`config.mk`:
```
export PLATFORM = sky130hd
export DESIGN_NAME = interrupt_flag_status_regs
export DESIGN_NICKNAME = d
export VERILOG_FILES = /design/src/design/ifs_pkg.sv /design/src/design/interrupt_flag_status_regs.sv /design/src/design/flag_bank.sv /design/src/design/apb_regs.sv
export SDC_FILE = /design/constraint.sdc
export NUM_CORES = 1
export LEC_CHECK = 0
export ABC_AREA = 0
export BUFFER_PORTS_ARGS = -buffer_cell sky130_fd_sc_hd__buf_2
export CAP_MARGIN = 30
export CORE_MARGIN = 5
export CORE_UTILIZATION = 44
export DETAILED_ROUTE_END_ITERATION = 10
export GPL_ROUTABILITY_DRIVEN = 0
export PLACE_DENSITY = 0.76
export RECOVER_POWER = 50
export SYNTH_ARGS = -nofsm -noshare
export SYNTH_HDL_FRONTEND = slang
export SYNTH_SLANG_ARGS = --single-unit
```
`constraint.sdc`:
```
create_clock -name pclk -period 1.6 [get_ports pclk]
set_input_delay 0.24 -clock pclk [delete_from_list [all_inputs] [get_ports pclk]]
set_output_delay 0.24 -clock pclk [all_outputs]
set_load 0.05 [all_outputs]
```
`src/design/ifs_pkg.sv`:
```
// Package: register map, field positions and reset values of the flag status block
package ifs_pkg;

  // ----------------------------------------------------------------
  // Register byte addresses
  // ----------------------------------------------------------------
  localparam logic [11:0] OFS_FLAGS_ONE = 12'h000;
  localparam logic [11:0] OFS_FLAGS_TWO = 12'h004;
  localparam logic [11:0] OFS_IRQ_STATUS = 12'h008;
  localparam logic [11:0] OFS_IRQ_MASK = 12'h00C;
  localparam logic [11:0] OFS_CAN_PRESENT = 12'h010;

  // ----------------------------------------------------------------
  // Field positions, first flag register
  // ----------------------------------------------------------------
  localparam int BIT_SERIAL2_TRANSMIT = 15;
  localparam int BIT_SERIAL2_RECEIVE = 14;
  localparam int BIT_EXT_LINE2 = 13;
  localparam int BIT_TIMER_FIVE = 12;
  localparam int BIT_TIMER_FOUR = 11;
  localparam int BIT_COMPARE_OUT4 = 10;
  localparam int BIT_COMPARE_OUT3 = 9;
  localparam int BIT_XFER_CHAN2 = 8;
  localparam int BIT_CAPTURE_IN8 = 7;
  localparam int BIT_CAPTURE_IN7 = 6;
  localparam int BIT_EXT_LINE1 = 4;
  localparam int BIT_PIN_CHANGE = 3;
  localparam int BIT_COMPARATOR = 2;
  localparam int BIT_TWOWIRE1_MASTER = 1;
  localparam int BIT_TWOWIRE1_SLAVE = 0;

  // ----------------------------------------------------------------
  // Field positions, second flag register
  // ----------------------------------------------------------------
  localparam int BIT_XFER_CHAN4 = 14;
  localparam int BIT_PARALLEL_PORT = 13;
  localparam int BIT_XFER_CHAN3 = 4;
  localparam int BIT_CAN_EVENT = 3;
  localparam int BIT_CAN_RX_READY = 2;
  localparam int BIT_SERIAL_PERIPH2_EVENT = 1;
  localparam int BIT_SERIAL_PERIPH2_ERROR = 0;

  // ----------------------------------------------------------------
  // Implemented-bit masks and reset values
  // ----------------------------------------------------------------
  localparam logic [15:0] IMPL_ONE = 16'hFFDF;
  localparam logic [15:0] IMPL_TWO = 16'h601F;
  localparam logic [15:0] CAN_BITS = 16'h000C;
  localparam logic [15:0] RST_FLAGS = 16'h0000;
  localparam logic [1:0] RST_IRQ = 2'h0;
  localparam logic RST_CAN_PRESENT = 1'b1;

  // Interrupt status bit positions
  localparam int IRQ_BAD_ADDR = 0;
  localparam int IRQ_FLAG_RAISED = 1;

endpackage

```
`src/design/interrupt_flag_status_regs.sv`:
```
// Top: two interrupt flag status registers behind an APB slave
// Function
// [RULE_01] Flag reads 1 after its source requests, 0 while nothing is pending.
// [RULE_02] First register: serial2 transmit at bit 15, receive at bit 14.
// [RULE_03] First register: external line 2 at bit 13, line 1 at bit 4.
// [RULE_04] First register: timer five at bit 12, timer four at bit 11.
// [RULE_05] First register: compare out 4 at bit 10, out 3 at bit 9.
// [RULE_06] Transfer done: chan 2 first bit 8; chan 4 bit 14, chan 3 bit 4 second.
// [RULE_07] First register: capture in 8 at bit 7, capture in 7 at bit 6.
// [RULE_08] First register: pin change at bit 3, comparator at bit 2.
// [RULE_09] First register: two-wire master at bit 1, slave at bit 0.
// [RULE_10] Second register: parallel port at bit 13.
// [RULE_11] Second register: CAN event bit 3, rx ready bit 2; off without CAN.
// [RULE_12] Second register: serial periph2 event bit 1, error bit 0.
// [RULE_13] Unimplemented bits ignore writes and read 0.
// [RULE_14] Request sets flag regardless of enable; held until written 0; write 1 sets.
`timescale 1ns/10ps
module interrupt_flag_status_regs (
  input wire logic pclk,
  input wire logic presetn,
  input wire logic psel,
  input wire logic penable,
  input wire logic pwrite,
  input wire logic [11:0] paddr,
  input wire logic [31:0] pwdata,
  output logic pready,
  output logic [31:0] prdata,
  output logic pslverr,
  input wire logic serial2_transmit_req,
  input wire logic serial2_receive_req,
  input wire logic ext_line2_req,
  input wire logic ext_line1_req,
  input wire logic timer_five_req,
  input wire logic timer_four_req,
  input wire logic compare_out4_req,
  input wire logic compare_out3_req,
  input wire logic xfer_chan2_done_req,
  input wire logic xfer_chan3_done_req,
  input wire logic xfer_chan4_done_req,
  input wire logic capture_in8_req,
  input wire logic capture_in7_req,
  input wire logic pin_change_req,
  input wire logic comparator_event_req,
  input wire logic twowire1_master_req,
  input wire logic twowire1_slave_req,
  input wire logic parallel_port_req,
  input wire logic can_event_req,
  input wire logic can_rx_ready_req,
  input wire logic serial_periph2_event_req,
  input wire logic serial_periph2_error_req,
  output logic [15:0] interrupt_flags_one,
  output logic [15:0] interrupt_flags_two,
  output logic irq
);

  logic [15:0] req_one;
  logic [15:0] req_two;
  logic [15:0] allow_two;
  logic [15:0] flags_one;
  logic [15:0] flags_two;
  logic raised_one;
  logic raised_two;
  logic wr_pulse;
  logic [11:0] wr_addr;
  logic [31:0] wr_data;
  logic [31:0] rd_value;
  logic rd_hit;
  logic can_present;
  logic [1:0] irq_status;
  logic [1:0] irq_mask;
  logic bad_access;

  // ----------------------------------------------------------------
  // Source placement
  // ----------------------------------------------------------------
  always_comb begin
    req_one = 16'h0000;
    req_one[ifs_pkg::BIT_SERIAL2_TRANSMIT] = serial2_transmit_req;  // see [RULE_02]
    req_one[ifs_pkg::BIT_SERIAL2_RECEIVE] = serial2_receive_req;  // see [RULE_02]
    req_one[ifs_pkg::BIT_EXT_LINE2] = ext_line2_req;  // see [RULE_03]
    req_one[ifs_pkg::BIT_EXT_LINE1] = ext_line1_req;  // see [RULE_03]
    req_one[ifs_pkg::BIT_TIMER_FIVE] = timer_five_req;  // see [RULE_04]
    req_one[ifs_pkg::BIT_TIMER_FOUR] = timer_four_req;  // see [RULE_04]
    req_one[ifs_pkg::BIT_COMPARE_OUT4] = compare_out4_req;  // see [RULE_05]
    req_one[ifs_pkg::BIT_COMPARE_OUT3] = compare_out3_req;  // see [RULE_05]
    req_one[ifs_pkg::BIT_XFER_CHAN2] = xfer_chan2_done_req;  // see [RULE_06]
    req_one[ifs_pkg::BIT_CAPTURE_IN8] = capture_in8_req;  // see [RULE_07]
    req_one[ifs_pkg::BIT_CAPTURE_IN7] = capture_in7_req;  // see [RULE_07]
    req_one[ifs_pkg::BIT_PIN_CHANGE] = pin_change_req;  // see [RULE_08]
    req_one[ifs_pkg::BIT_COMPARATOR] = comparator_event_req;  // see [RULE_08]
    req_one[ifs_pkg::BIT_TWOWIRE1_MASTER] = twowire1_master_req;  // see [RULE_09]
    req_one[ifs_pkg::BIT_TWOWIRE1_SLAVE] = twowire1_slave_req;  // see [RULE_09]
  end

  always_comb begin
    req_two = 16'h0000;
    req_two[ifs_pkg::BIT_XFER_CHAN4] = xfer_chan4_done_req;  // see [RULE_06]
    req_two[ifs_pkg::BIT_XFER_CHAN3] = xfer_chan3_done_req;  // see [RULE_06]
    req_two[ifs_pkg::BIT_PARALLEL_PORT] = parallel_port_req;  // see [RULE_10]
    req_two[ifs_pkg::BIT_CAN_EVENT] = can_event_req;  // see [RULE_11]
    req_two[ifs_pkg::BIT_CAN_RX_READY] = can_rx_ready_req;  // see [RULE_11]
    req_two[ifs_pkg::BIT_SERIAL_PERIPH2_EVENT] = serial_periph2_event_req;  // see [RULE_12]
    req_two[ifs_pkg::BIT_SERIAL_PERIPH2_ERROR] = serial_periph2_error_req;  // see [RULE_12]
  end

  // Without a CAN controller its requests never reach the flags
  assign allow_two = can_present ? 16'hFFFF : ~ifs_pkg::CAN_BITS;  // see [RULE_11]

  // ----------------------------------------------------------------
  // Flag registers
  // ----------------------------------------------------------------
  flag_bank #(
    .IMPL(ifs_pkg::IMPL_ONE)
  ) u_bank_one (
    .pclk(pclk),
    .presetn(presetn),
    .req(req_one),
    .allow(16'hFFFF),
    .wr_en(wr_pulse && wr_addr == ifs_pkg::OFS_FLAGS_ONE),
    .wr_data(wr_data[15:0]),
    .flags(flags_one),
    .raised(raised_one)
  );

  flag_bank #(
    .IMPL(ifs_pkg::IMPL_TWO)
  ) u_bank_two (
    .pclk(pclk),
    .presetn(presetn),
    .req(req_two),
    .allow(allow_two),
    .wr_en(wr_pulse && wr_addr == ifs_pkg::OFS_FLAGS_TWO),
    .wr_data(wr_data[15:0] & (can_present ? 16'hFFFF : ~ifs_pkg::CAN_BITS)),
    .flags(flags_two),
    .raised(raised_two)
  );

  // ----------------------------------------------------------------
  // Bus slave
  // ----------------------------------------------------------------
  always_comb begin
    rd_hit = 1'b1;
    rd_value = 32'h00000000;
    case (paddr)
      ifs_pkg::OFS_FLAGS_ONE: rd_value = {16'h0000, flags_one};
      ifs_pkg::OFS_FLAGS_TWO: rd_value = {16'h0000, flags_two};
      ifs_pkg::OFS_IRQ_STATUS: rd_value = {30'h0, irq_status};
      ifs_pkg::OFS_IRQ_MASK: rd_value = {30'h0, irq_mask};
      ifs_pkg::OFS_CAN_PRESENT: rd_value = {31'h0, can_present};
      default: rd_hit = 1'b0;
    endcase
  end

  apb_regs u_apb (
    .pclk(pclk),
    .presetn(presetn),
    .psel(psel),
    .penable(penable),
    .pwrite(pwrite),
    .paddr(paddr),
    .pwdata(pwdata),
    .rd_value(rd_value),
    .rd_hit(rd_hit),
    .pready(pready),
    .prdata(prdata),
    .pslverr(pslverr),
    .wr_pulse(wr_pulse),
    .wr_addr(wr_addr),
    .wr_data(wr_data)
  );

  assign bad_access = psel && penable && !pready && !rd_hit;

  // ----------------------------------------------------------------
  // Configuration and block interrupt
  // ----------------------------------------------------------------
  always_ff @(posedge pclk or negedge presetn) begin
    if (!presetn) begin
      can_present <= ifs_pkg::RST_CAN_PRESENT;
    end else if (wr_pulse && wr_addr == ifs_pkg::OFS_CAN_PRESENT) begin
      can_present <= wr_data[0];
    end
  end

  always_ff @(posedge pclk or negedge presetn) begin
    if (!presetn) begin
      irq_mask <= ifs_pkg::RST_IRQ;
    end else if (wr_pulse && wr_addr == ifs_pkg::OFS_IRQ_MASK) begin
      irq_mask <= wr_data[1:0];
    end
  end

  // Write one to clear; a new event in the same cycle wins
  always_ff @(posedge pclk or negedge presetn) begin
    if (!presetn) begin
      irq_status <= ifs_pkg::RST_IRQ;
    end else begin
      if (wr_pulse && wr_addr == ifs_pkg::OFS_IRQ_STATUS) begin
        irq_status <= (irq_status & ~wr_data[1:0]) |
                      {raised_one || raised_two, bad_access};
      end else begin
        irq_status <= irq_status | {raised_one || raised_two, bad_access};
      end
    end
  end

  always_ff @(posedge pclk or negedge presetn) begin
    if (!presetn) begin
      irq <= 1'b0;
      interrupt_flags_one <= ifs_pkg::RST_FLAGS;
      interrupt_flags_two <= ifs_pkg::RST_FLAGS;
    end else begin
      irq <= |(irq_status & irq_mask);
      interrupt_flags_one <= flags_one;
      interrupt_flags_two <= flags_two;
    end
  end

endmodule

```
`src/design/flag_bank.sv`:
```
// Flag bank: one sticky flag register of sixteen positions
`timescale 1ns/10ps
module flag_bank #(
  parameter logic [15:0] IMPL = 16'hFFFF
) (
  input wire logic pclk,
  input wire logic presetn,
  input wire logic [15:0] req,
  input wire logic [15:0] allow,
  input wire logic wr_en,
  input wire logic [15:0] wr_data,
  output logic [15:0] flags,
  output logic raised
);

  logic [15:0] next_flags;

  // ----------------------------------------------------------------
  // Per-bit flag update
  // ----------------------------------------------------------------
  genvar i;
  generate
    for (i = 0; i < 16; i++) begin : g_bit
      if (IMPL[i]) begin : g_impl
        always_comb begin
          next_flags[i] = flags[i];
          if (wr_en) begin
            next_flags[i] = wr_data[i];  // see [RULE_14]
          end
          // Request wins over a software clear in the same cycle
          if (req[i] && allow[i]) begin
            next_flags[i] = 1'b1;  // see [RULE_01] see [RULE_14]
          end
        end
      end else begin : g_unimpl
        always_comb begin
          next_flags[i] = 1'b0;  // see [RULE_13]
        end
      end
    end
  endgenerate

  always_ff @(posedge pclk or negedge presetn) begin
    if (!presetn) begin
      flags <= ifs_pkg::RST_FLAGS;
    end else begin
      flags <= next_flags & IMPL;  // see [RULE_13]
    end
  end

  // One-cycle pulse when any flag rises from a source request
  always_ff @(posedge pclk or negedge presetn) begin
    if (!presetn) begin
      raised <= 1'b0;
    end else begin
      raised <= |(req & allow & IMPL & ~flags);
    end
  end

endmodule

```
`src/design/apb_regs.sv`:
```
// APB slave front end: decodes one access per transfer and returns one-wait read data
`timescale 1ns/10ps
module apb_regs (
  input wire logic pclk,
  input wire logic presetn,
  input wire logic psel,
  input wire logic penable,
  input wire logic pwrite,
  input wire logic [11:0] paddr,
  input wire logic [31:0] pwdata,
  input wire logic [31:0] rd_value,
  input wire logic rd_hit,
  output logic pready,
  output logic [31:0] prdata,
  output logic pslverr,
  output logic wr_pulse,
  output logic [11:0] wr_addr,
  output logic [31:0] wr_data
);

  logic access;

  assign access = psel && penable && !pready;

  // ----------------------------------------------------------------
  // Answer: pready one cycle into the access phase
  // ----------------------------------------------------------------
  always_ff @(posedge pclk or negedge presetn) begin
    if (!presetn) begin
      pready <= 1'b0;
      prdata <= 32'h00000000;
      pslverr <= 1'b0;
    end else begin
      pready <= access;
      pslverr <= access && !rd_hit;
      if (access && !pwrite && rd_hit) begin
        prdata <= rd_value;
      end else begin
        prdata <= 32'h00000000;
      end
    end
  end

  // Write strobe is the completing edge of the transfer
  always_ff @(posedge pclk or negedge presetn) begin
    if (!presetn) begin
      wr_pulse <= 1'b0;
      wr_addr <= 12'h000;
      wr_data <= 32'h00000000;
    end else begin
      wr_pulse <= access && pwrite && rd_hit;
      wr_addr <= paddr;
      wr_data <= pwdata;
    end
  end

endmodule

```
### Yosys cells after proc, flatten, opt, wreduce, memory -nomap -nowiden

Cells that the tools add are included.

* latch bits: 0
* RAM bits: 0
* output and inout bits: 67
* memories kept: 0
* word-level logic and storage cells: 155
* memory bits (read-only): 0
* register bits after elaboration: 115
* input bits: 71

* mux-type cells: 49
* div/mod/pow operators: 0
* multiply operators: 0
* order comparisons: 0
* reduce and logical (&&, ||, !) cells: 51
* add/subtract/negate cells: 0
* shifts and indexed selects: 0
* bitwise logic cells: 11
* equality and inequality tests: 8

Operators with widths (number)
* $pmux W16 S5: 1
* $eq A12 B4 Y1 const B: 4
* $mux W1: 45
* $reduce_bool A2 Y1: 22
* $reduce_or A16 Y1: 2
* $and A15 B15 Y15: 2
* $eq A12 B3 Y1 const B: 2
* $eq A12 B5 Y1 const B: 2
* $logic_not A12 Y1: 2
* $and A15 B16 Y16: 1
* $and A16 B16 Y16: 1
* $logic_and A1 B1 Y1: 16
* $mux W16: 1
* $not A15 Y16: 1
* $not A16 Y16: 1
* $reduce_or A5 Y1: 1
* $and A2 B2 Y2: 2
* $mux W4: 1
* $or A2 B2 Y2: 2
* $logic_and A1 B1 Y1 const B: 3
* $logic_not A1 Y1: 3
* $mux W2: 1
* $not A2 Y2: 1
* $reduce_or A2 Y1: 1
* $logic_or A1 B1 Y1: 1

### Logic depth before layout (Yosys ltp)

* depth after elaboration: 7
* depth in mapped cells: 5
* mapped depth without buffers: 4

### Cells and area by module

A second synthesis with hierarchy kept.

* cell total of the unflattened synthesis: 387
* area total of the unflattened synthesis: 5213.8 um^2

Modules (own cells, without submodules)
* apb_regs: sequential area each 1976.9 um^2, area each 2549.9 um^2, times used 1, cells an instance 160
* interrupt_flag_status_regs: sequential area each 952.2 um^2, area each 1462.7 um^2, times used 1, cells an instance 106
* flag_bank at u_bank_one: sequential area each 400.4 um^2, area each 769.5 um^2, times used 1, cells an instance 76
* flag_bank at u_bank_two: sequential area each 200.2 um^2, area each 431.7 um^2, times used 1, cells an instance 45

### Least setup slack after synthesis

Ideal clock, no wire load.

* kind: reg-to-reg
* start point: reg u_apb.pready
* end point: reg u_apb.prdata[13]
* arrival: 1690 ps
* slack: -162 ps
* buffers on the path: 0
* cell stages (with the launch flop): 5
* library setup time: 72 ps
* data required time: 1528 ps
* period minus slack after synthesis: 1762 ps
* cell sequence: dfrtp_1 -> nand3b_1 -> or3_4 -> or3_4 -> nor2_1

* cells in the longest elaborated chain, start to end: 5

Ends and longest elaborated chain
* from (decl): RTL line apb_regs.sv:13 `output logic pready,`
* from (signal assigned): RTL line apb_regs.sv:34 `pready <= access;`
* $logic_not A1 Y1: RTL line apb_regs.sv:23 `assign access = psel && penable && !pready;`
* $logic_and A1 B1 Y1: RTL line apb_regs.sv:23
* $logic_and A1 B1 Y1 (2 in a row): RTL line apb_regs.sv:36 `if (access && !pwrite && rd_hit) begin`
* $mux W16: RTL line apb_regs.sv:36
* to (signal assigned): RTL line apb_regs.sv:37 `prdata <= rd_value;`
* to (decl): RTL line apb_regs.sv:14 `output logic [31:0] prdata,`

Every way passes these cells.
A chain may end at the register's enable or synchronous reset.

### Worst setup path in the final report

* start point: reg u_apb.wr_addr[8]
* end point: reg irq_mask[1]

* cells in the longest elaborated chain, start to end: 2

Ends and longest elaborated chain
* from (decl): RTL line apb_regs.sv:17 `output logic [11:0] wr_addr,`
* from (signal assigned): RTL line apb_regs.sv:52 `wr_addr <= paddr;`
* $eq A12 B4 Y1: RTL line interrupt_flag_status_regs.sv:188 `end else if (wr_pulse && wr_addr == ifs_pkg::OFS_IRQ_MASK) begin`
* $logic_and A1 B1 Y1: RTL line interrupt_flag_status_regs.sv:188
* to (signal assigned): RTL line interrupt_flag_status_regs.sv:187 `irq_mask <= ifs_pkg::RST_IRQ;`
* to (signal assigned): RTL line interrupt_flag_status_regs.sv:189 `irq_mask <= wr_data[1:0];`
* to (decl): RTL line interrupt_flag_status_regs.sv:70 `logic [1:0] irq_mask;`

Every way passes these cells.

==> results by stage <==
Power and ir drop:
- In this run the power density over the cells is 960 nW/µm².
- IR analysis of the VDD net gives a maximum drop of 399 µV.
- The overall power is 4.62 mW.
- The fraction of power spent switching nets is 24.3%.
- Per report_power, the sequential group accounts for 54.2% of the total.
- Of the total power, combinational logic draws 8.6%.
- The clock network is responsible for 37.1% of the overall power.
- Internal power comes to 3.50 mW.
- Summed over all cells, the static leakage comes to 2.39 nW.
- The power dissipated by switching net loads is 1.13 mW.

Global route:
- The initial antenna violation count came to 0.
- The combined global-route utilization of all metal layers is 16.4%.
- The residual overflow from global routing is 0.
- The maximum number of pins on one net before global-route repair is 50.
- The via count of the first global-routing pass is 2696.
- The wire length of the first global-routing pass is 12.8 mm.

Placed design:
- The number of placed cells counting well taps is 488.
- The count of buffers inserted at the top-level ports is 93.
- The HPWL reported at the end of detailed placement is 5.84 mm.

CTS:
- The number of CTS-inserted buffers is 9.
- The total number of H-tree levels is 3.
- The cell at the root of the clock tree is clkbuf_8.
- After clock tree synthesis, the clock-pin slew on the worst setup and hold paths is 90 ps.
- CTS saw 97 sinks.
- The TritonCTS clock tree is built.
- No sink is reached through more buffers than the 2 on the longest clock path.
- The insertion delay to the later sink of the worst-skew pair is 350 ps.

Timing:
- Derived from the worst setup path, the maximum achievable clock frequency is 617 MHz.
- The clock period minus worst slack is 1620 ps.
- The count of endpoints failing setup in the final report is 2.
- The hold violation count in the final report is 0.
- The clock arrives with 13.0 ps of skew.
- Setup repair after global routing could not meet its margin everywhere.
- For the pin with the worst max-slew slack, the measured transition is 909 ps.
- After layout, the worst path uses 101% of the clock period.
- Headroom to the max-slew limit came out at 39.4%.
- Across all setup checks in the final design, the least slack found is -20.7 ps.
- The number of pins exceeding their max-slew limit in the final report is 0.

Cells and area:
- The layout overhead on the synthesized area is 33.4%.
- The total inserted antenna cells is 0.
- The final-stage net count is 493.
- The post-route netlist has 32.8% of its cells at a drive strength greater than 1.
- The final standard cell count with taps included and fillers excluded is 532.
- The share of the core filled with cells is 59.5%.

Yosys:
- In this run the mean area of a mapped cell was 13.1 µm².
- In this run, synthesis inferred 0 flip-flops with an integrated enable.
- The gate count after technology mapping is 275.
- Among all flip-flop cells after synthesis, the most frequent one is dfrtp_1.
- Counting flops and latches in the post-synthesis netlist gives 97.
- The netlist uses 41 different library cells.
- Yosys printed 0 warnings.
- The async set or reset register ratio after synthesis is 100%.
- Sequential elements use 67.3% of the synthesized area.
- The cell area after technology mapping is 3610 µm².

Setup path:
- The kind of end point of the critical path is a flip-flop.
- Of all nets on the critical path, the largest fanout is 4.
- The kind of launch point of the worst setup path is a flip-flop.
- Data on the critical path is required at its endpoint by 1830 ps.
- At the worst endpoint, the arrival time is 1850 ps.
- The critical path class is flip-flop to flip-flop.

Worst hold path:
- The worst min-delay path category is primary input to flip-flop.

Run:
- Across the run, the number of max-cap violations was 0.

Die:
- The top-level I/O count is 138.
- The die is 101 µm tall.
- The core area is 8090 µm².
- The floorplan die area is 10100 µm².
- In this run the horizontal extent of the chip is 101 µm.
- The effective utilization at floorplan is 44.6%.
- The number of rows created at floorplan is 33.

Status:
- The run finished, with violations left.
- The checks that failed: negative setup slack.

Routing:
- The number of violations reported at the end of detailed-routing iteration 0 is 89.
- The post-detailed-route count of antenna-violating nets is 0.
- The via count normalized by instance count is 4.81.
- The DRC violation count after routing is 0.
- The via count of the routed design is 2557.
- Wires add up to 8.19 mm.
- The mean routed wirelength per cell is 15.4 µm.
- The iteration count of the initial detailed-routing pass is 4.
final timing paths:
kind                                                     endpoint                              from  slack (ps)  depth (start not counted)
worst max-delay path                      irq_mask[1]$_DFFE_PN0P_        u_apb.wr_addr[8]$_DFF_PN0_         -20                          4
worst min-delay path              u_bank_one.flags[8]$_DFFE_PN0P_               xfer_chan2_done_req          70                          3
worst max register to register            irq_mask[1]$_DFFE_PN0P_        u_apb.wr_addr[8]$_DFF_PN0_         -20                          4
worst min register to register  interrupt_flags_two[14]$_DFF_PN0_  u_bank_two.flags[14]$_DFFE_PN0P_         420                          0
max in group asynchronous                 can_present$_DFFE_PN1P_                           presetn         160                          3
min in group asynchronous             u_apb.wr_data[14]$_DFF_PN0_                           presetn         540                          2
cell usage in the layout (no fill, tap or decap), drive strengths merged, types with 2 or more instances in the layout:
master,Yosys,final
and2,9,9
o22ai,6,6
mux2,3,3
nor3,2,2
o211ai,5,5
dfrtp,96,96
a211o,10,10
clkbuf,2,28
a222oi,2,2
nor2,17,17
dlygate4sd3,0,23
o21ai,3,3
inv,31,33
and3,2,2
nand4,4,4
mux4,2,2
nor4,5,5
a22o,3,3
or3,3,3
conb,1,27
buf,29,100
mux2i,11,11
bufinv,0,2
nor2b,2,2
nand2,13,13
critical path: stages (launching register included):
cell	delay (ps)
dfrtp_1	420
nor4_4	340
nor2b_4	210
and4_4	240
mux2_4	310
cells by family (layout without fill, tap and decap cells):
logic type | after synthesis | count (layout) | synth area share (%)
and+or+nand+nor | 66 | 66 | 11.0
other | 1 | 27 | 0.104
buffers and inverters | 62 | 188 | 9.32
AOI/OAI and AO/OA | 33 | 33 | 7.10
DFF | 97 | 97 | 67.3
muxes | 16 | 16 | 5.23
what timing repair did:
item | CTS | global route
pin swaps | 2 | 13
setup buffers | 0 | 3
resized for setup | 6 | 18
hold buffers | 22 | 1
cloned | 0 | 2
endpoints found under the hold margin | 34 | 1
setup endpoints to repair | 13 | 38
cell usage after synthesis, types with 2 or more instances:
library cell	n	share of area, %
buf_2	2	0.28
a222oi_1	2	0.55
nor2b_1	2	0.35
nor4_1	2	0.35
o22ai_1	6	1.0
a22o_1	3	0.73
nor2_1	17	1.8
mux2i_1	11	3.0
clkbuf_1	2	0.21
o211ai_1	5	1.0
a211o_1	10	2.4
nand2_1	13	1.4
mux4_2	2	1.2
and2_1	9	1.6
nand4_1	4	0.69
nor3_1	2	0.28
or3_4	3	0.94
buf_4	27	5.6
dfrtp_1	96	67
o21ai_0	3	0.42
mux2_2	3	0.94
nor4_2	2	0.69
inv_1	31	3.2
layout make-up:
type | instances | area [µm²]
timing repair buffer | 141 | 918
fill | 668 | 3280
tap | 105 | 131
inverter | 31 | 116
clock inverter | 6 | 90.1
sequential | 97 | 2430
multi-input combinational | 142 | 1000
clock buffer | 10 | 128
flip-flops by register name, indices dropped and copies added (netlist names), 2 cells and up:
signal	cells
interrupt_flags_two	7
u_bank_one.flags	15
irq_status	2
u_apb.wr_addr	12
u_apb.prdata	15
interrupt_flags_one	15
u_apb.wr_data	15
u_bank_two.flags	7
irq_mask	2
power groups by stage:
stage / combinational [mW] / clock, mW / sequential [mW]
floorplan: 0.236 / 0 / 2.56
global placement: 0.348 / 0 / 2.55
detailed placement: 0.355 / 0 / 2.55
CTS: 0.398 / 1.76 / 2.51
global route: 0.432 / 1.85 / 2.51
finish: 0.399 / 1.72 / 2.51
metal layers:
metal | wire, µm | track usage [%] | part of all wire, %
met5 | 0 | 0 | 0
met4 | 164 | 6.42 | 2.0
met1 | 3320 | 21.2 | 41
met2 | 4110 | 26.3 | 50
met3 | 589 | 4.64 | 7.2
per-stage QoR:
step | area [µm²] | setup TNS, ps | hold slack (ps) | setup slack [ps]
after floorplan | 3710 | -368 | -55.6 | -73.5
after global placement | 4250 | -678 | 109 | -45.2
after detailed placement | 4250 | -1050 | 114 | -84.8
after CTS | 4710 | -158 | 2.96 | -34.1
after global routing | 4820 | -1940 | 50.5 | -99.3
final | 4820 | -29.9 | 71.8 | -20.7
No activity file was read; power rests on OpenSTA's default activity.
